[src/common/ssl_defines.svh]
`ifndef SSL_DEFINES_SVH
`define SSL_DEFINES_SVH

// ****************************************
// Register offsets
// ****************************************
`define SSL_ADDR_STAT2 8'h03
`define SSL_ADDR_STAT3 8'h04
`define SSL_ADDR_REV 8'h05
`define SSL_ADDR_TEMP 8'h0E
`define SSL_ADDR_LOCK 8'h10

// ****************************************
// Field positions
// ****************************************
`define SSL_STAT2_TEMP_BIT 2
`define SSL_STAT3_OSC_BIT 6
`define SSL_LOCK_INIT_BIT 7
`define SSL_LOCK_SUP_BIT 3
`define SSL_LOCK_RST_MSB 1
`define SSL_LOCK_RST_LSB 0

// ****************************************
// Values
// ****************************************
`define SSL_LOCK_RESET 8'h00
// Arbitrary revision codes, not tied to any part
`define SSL_REV_DSI3_DEFAULT 4'hA
`define SSL_REV_PSI5_DEFAULT 4'hB
`define SSL_RST_STEP1 2'h0
`define SSL_RST_STEP2 2'h3
`define SSL_RST_STEP3 2'h1
`define SSL_EDC_POLY 8'h07
`define SSL_EDC_SEED 8'hFF
`define SSL_RSP_WR_REV 8'h00

`endif

[src/common/ssl_pkg.sv]
package ssl_pkg;

    // ****************************************
    // Command and response carriers
    // ****************************************
    typedef struct packed {
        logic valid;
        logic write;
        logic [7:0] addr;
        logic [7:0] data;
    } ssl_cmd_type;

    typedef struct packed {
        logic valid;
        logic ok;
        logic [7:0] data;
    } ssl_rsp_type;

    // ****************************************
    // Reset sequence tracking
    // ****************************************
    typedef enum logic [1:0] {
        SSL_SEQ_IDLE,
        SSL_SEQ_GOT1,
        SSL_SEQ_GOT2
    } ssl_seq_type;

    typedef struct packed {
        logic [2:0] tsync;
        logic [2:0] osync;
        logic temp_filt;
        logic osc_filt;
        logic temp_flag;
        logic osc_flag;
        logic [7:0] temp_val;
        logic [3:0] rev;
        logic rev_loaded;
        logic lock;
        logic sup_dis;
        logic [1:0] rst_code;
        ssl_seq_type seq;
        logic [7:0] edc_ref;
        logic edc_mis;
        logic soft_rst;
        logic p0_final;
        logic selftest;
        logic pdcm;
        ssl_rsp_type rsp;
    } ssl_state_type;

endpackage

[src/logic/ssl_regs.sv]
// Overview of operation
// RULE_01 - Temperature fault sets its status flag
// RULE_02 - Status-two read or report clears temperature flag
// RULE_03 - Oscillator training fault sets bit six
// RULE_04 - Oscillator flag clears only after fault ends
// RULE_05 - Read-only revision register, mode-dependent default
// RULE_06 - Revision write answers valid with zero
// RULE_07 - Read-only eight-bit die temperature register
// RULE_08 - Access only in DSI3 or PSI5 diagnostic
// RULE_09 - Lock register layout, all bits reset zero
// RULE_10 - Locked: only reset code bits writable
// RULE_11 - Init lock stays set until reset
// RULE_12 - Locked: recompute and compare detection code
// RULE_13 - Lock setting forces pressure filter final
// RULE_14 - Lock stops and refuses self-test
// RULE_15 - DSI3 lock forces periodic mode, silences commands
// RULE_16 - PSI5 sets lock leaving phase three
// RULE_17 - Disable bit suppresses supply fault reporting
// RULE_18 - Codes 00, 11, 01 consecutively reset device
// RULE_19 - Master sends reset codes back to back
// RULE_20 - Temperature flag at status-two bit two
// RULE_21 - Other command restarts reset sequence tracking
`timescale 1ns/1ns
`include "ssl_defines.svh"

module ssl_regs import ssl_pkg::*; (
    input wire logic clk_i,
    input wire logic sys_rst_i,
    input wire ssl_cmd_type cmd_i,
    output ssl_rsp_type rsp_o,
    input wire logic psi5_mode_i,
    input wire logic psi5_diag_i,
    input wire logic phase3_exit_i,
    input wire logic temp_fault_i,
    input wire logic osc_fault_i,
    input wire logic [7:0] temp_value_i,
    input wire logic stat_tx_temp_i,
    input wire logic stat_tx_osc_i,
    input wire logic selftest_req_i,
    output logic init_complete_lock_o,
    output logic supply_fault_report_disable_o,
    output logic soft_reset_o,
    output logic p0_final_o,
    output logic selftest_run_o,
    output logic pdcm_force_o,
    output logic edc_mismatch_o,
    output logic temperature_fault_flag_o,
    output logic oscillator_training_fault_o
);

    // ****************************************
    // Helpers
    // ****************************************
    function automatic logic [7:0] lock_image(input logic lk, input logic sd,
                                              input logic [1:0] rc);
        logic [7:0] v;
        v = `SSL_LOCK_RESET;
        v[`SSL_LOCK_INIT_BIT] = lk;
        v[`SSL_LOCK_SUP_BIT] = sd;
        v[`SSL_LOCK_RST_MSB:`SSL_LOCK_RST_LSB] = rc;
        return v;
    endfunction

    // CRC-8 over the protected part of the lock register
    function automatic logic [7:0] edc_code(input logic [7:0] v);
        logic [7:0] c;
        c = `SSL_EDC_SEED ^ v;
        for (int i = 0; i < 8; i++) begin
            if (c[7]) begin
                c = {c[6:0], 1'b0} ^ `SSL_EDC_POLY;
            end else begin
                c = {c[6:0], 1'b0};
            end
        end
        return c;
    endfunction

    ssl_state_type q;
    ssl_state_type n;
    logic mode_ok;
    logic accept;
    logic wr_lock;
    logic rd_stat2;
    logic rd_stat3;
    logic [1:0] code;

    // ****************************************
    // Command gating
    // ****************************************
    assign mode_ok = !psi5_mode_i || psi5_diag_i; // see RULE_08
    assign accept = cmd_i.valid && mode_ok && !(!psi5_mode_i && q.lock); // see RULE_15
    assign wr_lock = accept && cmd_i.write && (cmd_i.addr == `SSL_ADDR_LOCK);
    assign rd_stat2 = accept && !cmd_i.write && (cmd_i.addr == `SSL_ADDR_STAT2);
    assign rd_stat3 = accept && !cmd_i.write && (cmd_i.addr == `SSL_ADDR_STAT3);
    assign code = cmd_i.data[`SSL_LOCK_RST_MSB:`SSL_LOCK_RST_LSB];

    // ****************************************
    // Next state
    // ****************************************
    always_comb begin
        n = q;
        n.soft_rst = 1'b0;
        n.p0_final = 1'b0;
        n.rsp = '0;

        // Three-stage input synchronisers with agreement filter
        n.tsync = {q.tsync[1:0], temp_fault_i};
        n.osync = {q.osync[1:0], osc_fault_i};
        if (q.tsync[1] == q.tsync[2]) begin
            n.temp_filt = q.tsync[2];
        end
        if (q.osync[1] == q.osync[2]) begin
            n.osc_filt = q.osync[2];
        end

        // Sticky fault flags, set beats clear
        n.temp_flag = q.temp_filt // see RULE_01
                      | (q.temp_flag & ~(rd_stat2 | stat_tx_temp_i)); // see RULE_02
        // Clear only while the fault is absent, since set dominates
        n.osc_flag = q.osc_filt | (q.osc_flag & ~(rd_stat3 | stat_tx_osc_i)); // see RULE_04

        n.temp_val = temp_value_i; // see RULE_07

        // Revision default picked once after reset release
        if (!q.rev_loaded) begin
            n.rev = psi5_mode_i ? `SSL_REV_PSI5_DEFAULT : `SSL_REV_DSI3_DEFAULT; // see RULE_05
            n.rev_loaded = 1'b1;
        end

        // Lock register writes
        if (wr_lock) begin
            n.rst_code = code;
            if (!q.lock) begin // see RULE_10
                n.lock = cmd_i.data[`SSL_LOCK_INIT_BIT]; // see RULE_09
                n.sup_dis = cmd_i.data[`SSL_LOCK_SUP_BIT]; // see RULE_17
            end
        end
        if (psi5_mode_i && phase3_exit_i) begin
            n.lock = 1'b1; // see RULE_16
        end
        if (q.lock) begin
            n.lock = 1'b1; // see RULE_11
        end

        n.p0_final = n.lock && !q.lock; // see RULE_13
        n.selftest = selftest_req_i && !n.lock; // see RULE_14
        n.pdcm = n.lock && !psi5_mode_i; // see RULE_15

        // Detection code snapshot on lock, then continuous compare
        if (n.lock && !q.lock) begin
            n.edc_ref = edc_code(lock_image(n.lock, n.sup_dis, 2'h0)); // see RULE_12
        end else if (q.lock && (edc_code(lock_image(q.lock, q.sup_dis, 2'h0)) != q.edc_ref)) begin
            n.edc_mis = 1'b1; // see RULE_12
        end

        // Software reset sequence
        if (accept) begin
            if (wr_lock) begin
                case (q.seq)
                    SSL_SEQ_IDLE: begin
                        n.seq = (code == `SSL_RST_STEP1) ? SSL_SEQ_GOT1 : SSL_SEQ_IDLE;
                    end
                    SSL_SEQ_GOT1: begin
                        if (code == `SSL_RST_STEP2) begin
                            n.seq = SSL_SEQ_GOT2;
                        end else begin
                            n.seq = (code == `SSL_RST_STEP1) ? SSL_SEQ_GOT1 : SSL_SEQ_IDLE;
                        end
                    end
                    SSL_SEQ_GOT2: begin
                        n.soft_rst = (code == `SSL_RST_STEP3); // see RULE_18
                        n.seq = (code == `SSL_RST_STEP1) ? SSL_SEQ_GOT1 : SSL_SEQ_IDLE;
                    end
                    default: begin
                        n.seq = SSL_SEQ_IDLE;
                    end
                endcase
            end else begin
                n.seq = SSL_SEQ_IDLE; // see RULE_21
            end
        end

        // Response
        if (accept) begin
            n.rsp.valid = 1'b1;
            n.rsp.ok = 1'b1;
            case (cmd_i.addr)
                `SSL_ADDR_STAT2: begin
                    n.rsp.data[`SSL_STAT2_TEMP_BIT] = q.temp_flag; // see RULE_20
                end
                `SSL_ADDR_STAT3: begin
                    n.rsp.data[`SSL_STAT3_OSC_BIT] = q.osc_flag; // see RULE_03
                end
                `SSL_ADDR_REV: begin
                    n.rsp.data = cmd_i.write ? `SSL_RSP_WR_REV : {4'h0, q.rev}; // see RULE_06
                end
                `SSL_ADDR_TEMP: begin
                    n.rsp.data = q.temp_val;
                end
                `SSL_ADDR_LOCK: begin
                    n.rsp.data = lock_image(n.lock, n.sup_dis, n.rst_code);
                end
                default: begin
                    n.rsp.ok = 1'b0;
                end
            endcase
        end
    end

    // ****************************************
    // State register
    // ****************************************
    always_ff @(posedge clk_i or posedge sys_rst_i) begin
        if (sys_rst_i) begin
            q <= '0;
        end else begin
            q <= n;
        end
    end

    assign rsp_o = q.rsp;
    assign init_complete_lock_o = q.lock;
    assign supply_fault_report_disable_o = q.sup_dis;
    assign soft_reset_o = q.soft_rst;
    assign p0_final_o = q.p0_final;
    assign selftest_run_o = q.selftest;
    assign pdcm_force_o = q.pdcm;
    assign edc_mismatch_o = q.edc_mis;
    assign temperature_fault_flag_o = q.temp_flag;
    assign oscillator_training_fault_o = q.osc_flag;

    // ****************************************
    // Checks
    // ****************************************
    temp_flag_set_a: assert property (@(posedge clk_i) disable iff (sys_rst_i) // see RULE_01
        q.temp_filt |=> temperature_fault_flag_o)
        else $error("temperature flag not set by fault");

    temp_flag_clr_a: assert property (@(posedge clk_i) disable iff (sys_rst_i) // see RULE_02
        (rd_stat2 && !q.temp_filt) |=> !temperature_fault_flag_o)
        else $error("temperature flag not cleared by read");

    osc_flag_hold_a: assert property (@(posedge clk_i) disable iff (sys_rst_i) // see RULE_04
        (oscillator_training_fault_o && q.osc_filt) |=> oscillator_training_fault_o)
        else $error("oscillator flag cleared while fault present");

    rev_write_zero_a: assert property (@(posedge clk_i) disable iff (sys_rst_i) // see RULE_06
        (accept && cmd_i.write && cmd_i.addr == `SSL_ADDR_REV)
        |=> (rsp_o.valid && rsp_o.ok && rsp_o.data == 8'h00))
        else $error("revision write response not zero");

    mode_gate_a: assert property (@(posedge clk_i) disable iff (sys_rst_i) // see RULE_08
        (psi5_mode_i && !psi5_diag_i) |=> !rsp_o.valid)
        else $error("response outside allowed mode");

    lock_sticky_a: assert property (@(posedge clk_i) disable iff (sys_rst_i) // see RULE_11
        init_complete_lock_o |=> init_complete_lock_o && $stable(supply_fault_report_disable_o))
        else $error("locked bits changed");

    p0_force_a: assert property (@(posedge clk_i) disable iff (sys_rst_i) // see RULE_13
        $rose(init_complete_lock_o) |-> p0_final_o ##1 !p0_final_o)
        else $error("filter force pulse missing");

    selftest_block_a: assert property (@(posedge clk_i) disable iff (sys_rst_i) // see RULE_14
        init_complete_lock_o |-> !selftest_run_o)
        else $error("self-test runs while locked");

    crm_silent_a: assert property (@(posedge clk_i) disable iff (sys_rst_i) // see RULE_15
        (init_complete_lock_o && !psi5_mode_i) |=> (pdcm_force_o && !rsp_o.valid))
        else $error("locked DSI3 still answers commands");

    psi5_autolock_a: assert property (@(posedge clk_i) disable iff (sys_rst_i) // see RULE_16
        (psi5_mode_i && phase3_exit_i) |=> init_complete_lock_o)
        else $error("phase three exit did not lock");

    reset_seq_a: assert property (@(posedge clk_i) disable iff (sys_rst_i) // see RULE_18
        soft_reset_o |-> ($past(q.seq) == SSL_SEQ_GOT2 && $past(wr_lock)
                          && $past(code) == `SSL_RST_STEP3))
        else $error("soft reset without full sequence");

    temp_tx_clr_a: assert property (@(posedge clk_i) disable iff (sys_rst_i) // see RULE_02
        (stat_tx_temp_i && !q.temp_filt) |=> !temperature_fault_flag_o)
        else $error("temperature flag not cleared by status report");

    osc_flag_set_a: assert property (@(posedge clk_i) disable iff (sys_rst_i) // see RULE_03
        q.osc_filt |=> oscillator_training_fault_o)
        else $error("oscillator flag not set by fault");

    temp_read_a: assert property (@(posedge clk_i) disable iff (sys_rst_i) // see RULE_07
        (accept && !cmd_i.write && cmd_i.addr == `SSL_ADDR_TEMP)
        |=> (rsp_o.data == $past(q.temp_val)))
        else $error("temperature read data wrong");

    lock_write_a: assert property (@(posedge clk_i) disable iff (sys_rst_i) // see RULE_09
        (wr_lock && !q.lock && !phase3_exit_i)
        |=> (init_complete_lock_o == $past(cmd_i.data[`SSL_LOCK_INIT_BIT])))
        else $error("lock bit not written");

    sup_dis_write_a: assert property (@(posedge clk_i) disable iff (sys_rst_i) // see RULE_17
        (wr_lock && !q.lock)
        |=> (supply_fault_report_disable_o == $past(cmd_i.data[`SSL_LOCK_SUP_BIT])))
        else $error("supply report disable not written");

    seq_restart_a: assert property (@(posedge clk_i) disable iff (sys_rst_i) // see RULE_21
        (accept && !wr_lock) |=> (q.seq == SSL_SEQ_IDLE))
        else $error("reset tracking not restarted");

endmodule

[config.mk]
export PLATFORM = sky130hd
export DESIGN_NAME = ssl_regs
export DESIGN_NICKNAME = d
export VERILOG_FILES = /design/src/common/ssl_pkg.sv /design/src/logic/ssl_regs.sv
export VERILOG_INCLUDE_DIRS = /design/src /design/src/common
export SDC_FILE = /design/constraint.sdc
export NUM_CORES = 1
export LEC_CHECK = 0
export BUFFER_PORTS_ARGS = -buffer_cell sky130_fd_sc_hd__buf_2
export CORE_MARGIN = 2
export CORE_UTILIZATION = 55
export CTS_CLUSTER_DIAMETER = 120
export DETAILED_ROUTE_END_ITERATION = 7
export HOLD_SLACK_MARGIN = 0.1
export PLACE_DENSITY_LB_ADDON = 0.08
export SYNTH_ARGS = -nofsm -noshare
export SYNTH_HDL_FRONTEND = slang
export SYNTH_SLANG_ARGS = --single-unit
[constraint.sdc]
create_clock -name clk_i -period 4.1 [get_ports clk_i]
set_input_delay 0.41 -clock clk_i [delete_from_list [all_inputs] [get_ports clk_i]]
set_output_delay 0.41 -clock clk_i [all_outputs]
set_load 0.005 [all_outputs]
==> results_dict.tcl <==
set metrics [dict create \
    status "complete, no violations" \
    setup_tns_ps 0 \
    yosys.area.top_type "dfrtp_1" \
    ys_ff_latch 46 \
    max_freq_mhz 561.4 \
    cts_setup_buffers 0 \
    cts.sinks 46 \
    end_kind "register" \
    n_antenna_cell 0 \
    p_int_w 0.0006231 \
    postSynthAreaPerCell_um2 12.12 \
    grt_pass1_vias 1290 \
    die-width_um 63.94 \
    rows 21 \
    top_register "q" \
    largest_register_ffs 23 \
    yosys_warnings 0 \
    holdPathEnd "n[50]$_DFF_PP0_" \
    layout.nets 243 \
    syn-cell-area_um2 1976 \
    drive_above_1_share_pct 34.13 \
    netlist.area_leader.share_pct 58.26 \
    cp-start-kind "primary input" \
    fin_skew_ps 8.717 \
    totalWireLength_um 3605 \
    drt_iter0_drc 66 \
    final.min_clock_period_ps 1781 \
    r2r_cells 4 \
    avgRoutedWirePerCell_um 14.19 \
    seq_area_frac_synth_pct 58.26 \
    synthDistinctLibCells 48 \
    holdBufCountCts 0 \
    r2r-end "q[26]$_DFF_PP0_" \
    cts_resized 0 \
    drv_cap 0 \
    ant_nets 0 \
    p_leak_nw 1.148 \
    worstMarginPinSlew_ps 896.9 \
    path_delay_family "simple AND/OR/NAND/NOR gates" \
    critical_path_buf_inv_count 1 \
    die_h_um 63.94 \
    cp.required_ps 4390 \
    track_usage_pct 19.52 \
    crit_path_cell_trace "buf_2 > or4_1 > nor4_4 > mux2_4 > mux2i_1" \
    grt_first_pass_wirelength_um 5982 \
    rsz0062_at_grt "no" \
    cts_buffer_depth 2 \
    clk_latency_ps 360 \
    rrSetupSlack_ps 2430 \
    crit_type "in -> reg" \
    vias_per_cell 5.323 \
    hp-class "in -> reg" \
    drc 0 \
    min_period_over_period_pct 43.45 \
    powerDensity_nw_per_um2 356.0 \
    io_buffers 50 \
    slew_headroom_pct 40.12 \
    reg2reg_from "init_complete_lock_o$_DFF_PP0_" \
    synth_nets 199 \
    min_from "temp_fault_i" \
    seq_power_share_pct 59.0 \
    boundaryPins 55 \
    core_area_um2 3390 \
    antenna_found_initial 0 \
    cts-root-buf "clkbuf_4" \
    utilization_pct 66.85 \
    gp_congestion 0.8165 \
    vias 1352 \
    cts_tree "built" \
    hold_viol_final 0 \
    hold_slack_ps 141.6 \
    dp_hpwl_um 2735 \
    crit_slowest_cell "or4_1" \
    cp_max_fo 7 \
    worstPathArrival_ps 2070 \
    slew_viol_final 0 \
    firstDrtPassIters 4 \
    fillCellCount 281 \
    final-setup-viol-count 0 \
    synth_cells 163 \
    critPathMaxStageDelay_ps 750 \
    p_clk_share_pct 33.6 \
    p_comb_share_pct 7.4 \
    switching_share_pct 22.76 \
    hold_depth 1 \
    ys_top_cells_by_area "dfrtp_1, buf_4, mux2_4" \
    start_util_pct 58.29 \
    grt_overflow 0 \
    dieArea_um2 4088 \
    ir_worst_vdd_v 0.0002224 \
    p_sw_w 0.0001836 \
    syn2layout_area_growth_pct 14.69 \
    grt_max_degree 47 \
    numCtsBuffers 5 \
    htree_levels 2 \
    clk_pin_slew_ps 130 \
]
[cells by family (layout without fill, tap and decap cells)]
kind of cell | Yosys count | in the layout | share of synthesized area [%]
simple gates | 57 | 57 | 18.81
flops | 46 | 46 | 58.26
compound gates | 29 | 29 | 11.15
buf+inv | 22 | 67 | 6.713
mux | 6 | 6 | 3.863
fa+ha+maj | 2 | 2 | 1.013
other cells | 1 | 1 | 0.1898
[routing by layer]
layer	share of wire [%]	vias to the layer above	GRT usage (%)	wire length, um
li1	-	648	-	-
met1	42	653	24.97	1526
met4	1.8	0	7.337	65
met5	0	-	0	0
met2	51	42	30.99	1829
met3	5.1	9	6.338	183
[layout by cell type (no fill, tap or decap), drive strengths merged, types with 2 or more instances in the layout]
master  Yosys  routed
nand3b      3       3
nand4       2       2
a22oi       2       2
a21oi       6       6
a32oi       2       2
nor2b       3       3
maj3        2       2
mux2i       2       2
o31ai       4       4
inv         9      10
nand2b      5       5
nor4        2       2
a211o       2       2
nor3        2       2
a21o        3       3
clkbuf      0       5
and4        2       2
buf        13      50
and2        2       2
dfrtp      46      46
o21ai       3       3
a31oi       2       2
nor2        8       8
mux2        4       4
nand3       7       7
and3        4       4
nand2      10      10
[worst max path at each step]
stage	start	cells after the start	slack, ps	to
finish	cmd_i[8]	5	2320	q[18]$_DFFE_PP0P_
detailed placement	cmd_i[8]	5	1940	q[18]$_DFFE_PP0P_
floorplan	cmd_i[9]	5	2260	q[18]$_DFFE_PP0P_
global placement	cmd_i[8]	5	1970	q[18]$_DFFE_PP0P_
global route	cmd_i[8]	5	2230	q[20]$_DFFE_PP0P_
CTS	cmd_i[8]	5	2320	q[18]$_DFFE_PP0P_
[cell usage after synthesis, drive strengths merged]
cell type	n
a22oi	2
nor3b	1
a311oi	1
o21a	1
dfrtp	46
or4b	1
nor2	8
nor2b	3
mux2i	2
mux2	4
a21oi	6
and3b	1
and3	4
a32oi	2
maj3	2
and2b	1
inv	9
nor3	2
and2	2
nand2	10
o21ai	3
or2	1
a31oi	2
o211ai	1
or4	1
conb	1
nand3b	3
nand4	2
a21o	3
a211o	2
nor4	2
buf	13
nand4b	1
nand2b	5
nand3	7
a41oi	1
o31ai	4
and4	2
a31o	1
[stage by stage]
step                      power (W)  setup slack [ps]  instances  area (um^2)
after floorplan           0.0005150              2255        163         1976
after global placement    0.0005419              1968        246         2185
after detailed placement  0.0005456              1936        246         2185
after CTS                 0.0008150              2324        254         2266
after global routing      0.0008416              2232        254         2266
final                     0.0008068              2319        254         2266
[cell type report]
type	count	area (um^2)	share of cell area, %
clock inverter	3	43.79	1.933
sequential	46	1151	50.80
clock buffer	5	37.54	1.657
tap	46	57.56	2.540
timing repair buffer	50	250.2	11.04
inverter	9	33.78	1.491
multi-input combinational	95	691.9	30.54
[power by group through the flow]
stage,Clock (W),Combinational (W),Sequential [W]
after detailed placement,0,0.0000602,0.000485
after global routing,0.000296,0.0000669,0.000478
after CTS,0.000278,0.0000605,0.000477
after floorplan,0,0.0000316,0.000483
final,0.000271,0.0000595,0.000476
after global placement,0,0.0000575,0.000484
(Power assumes the default switching activity.)
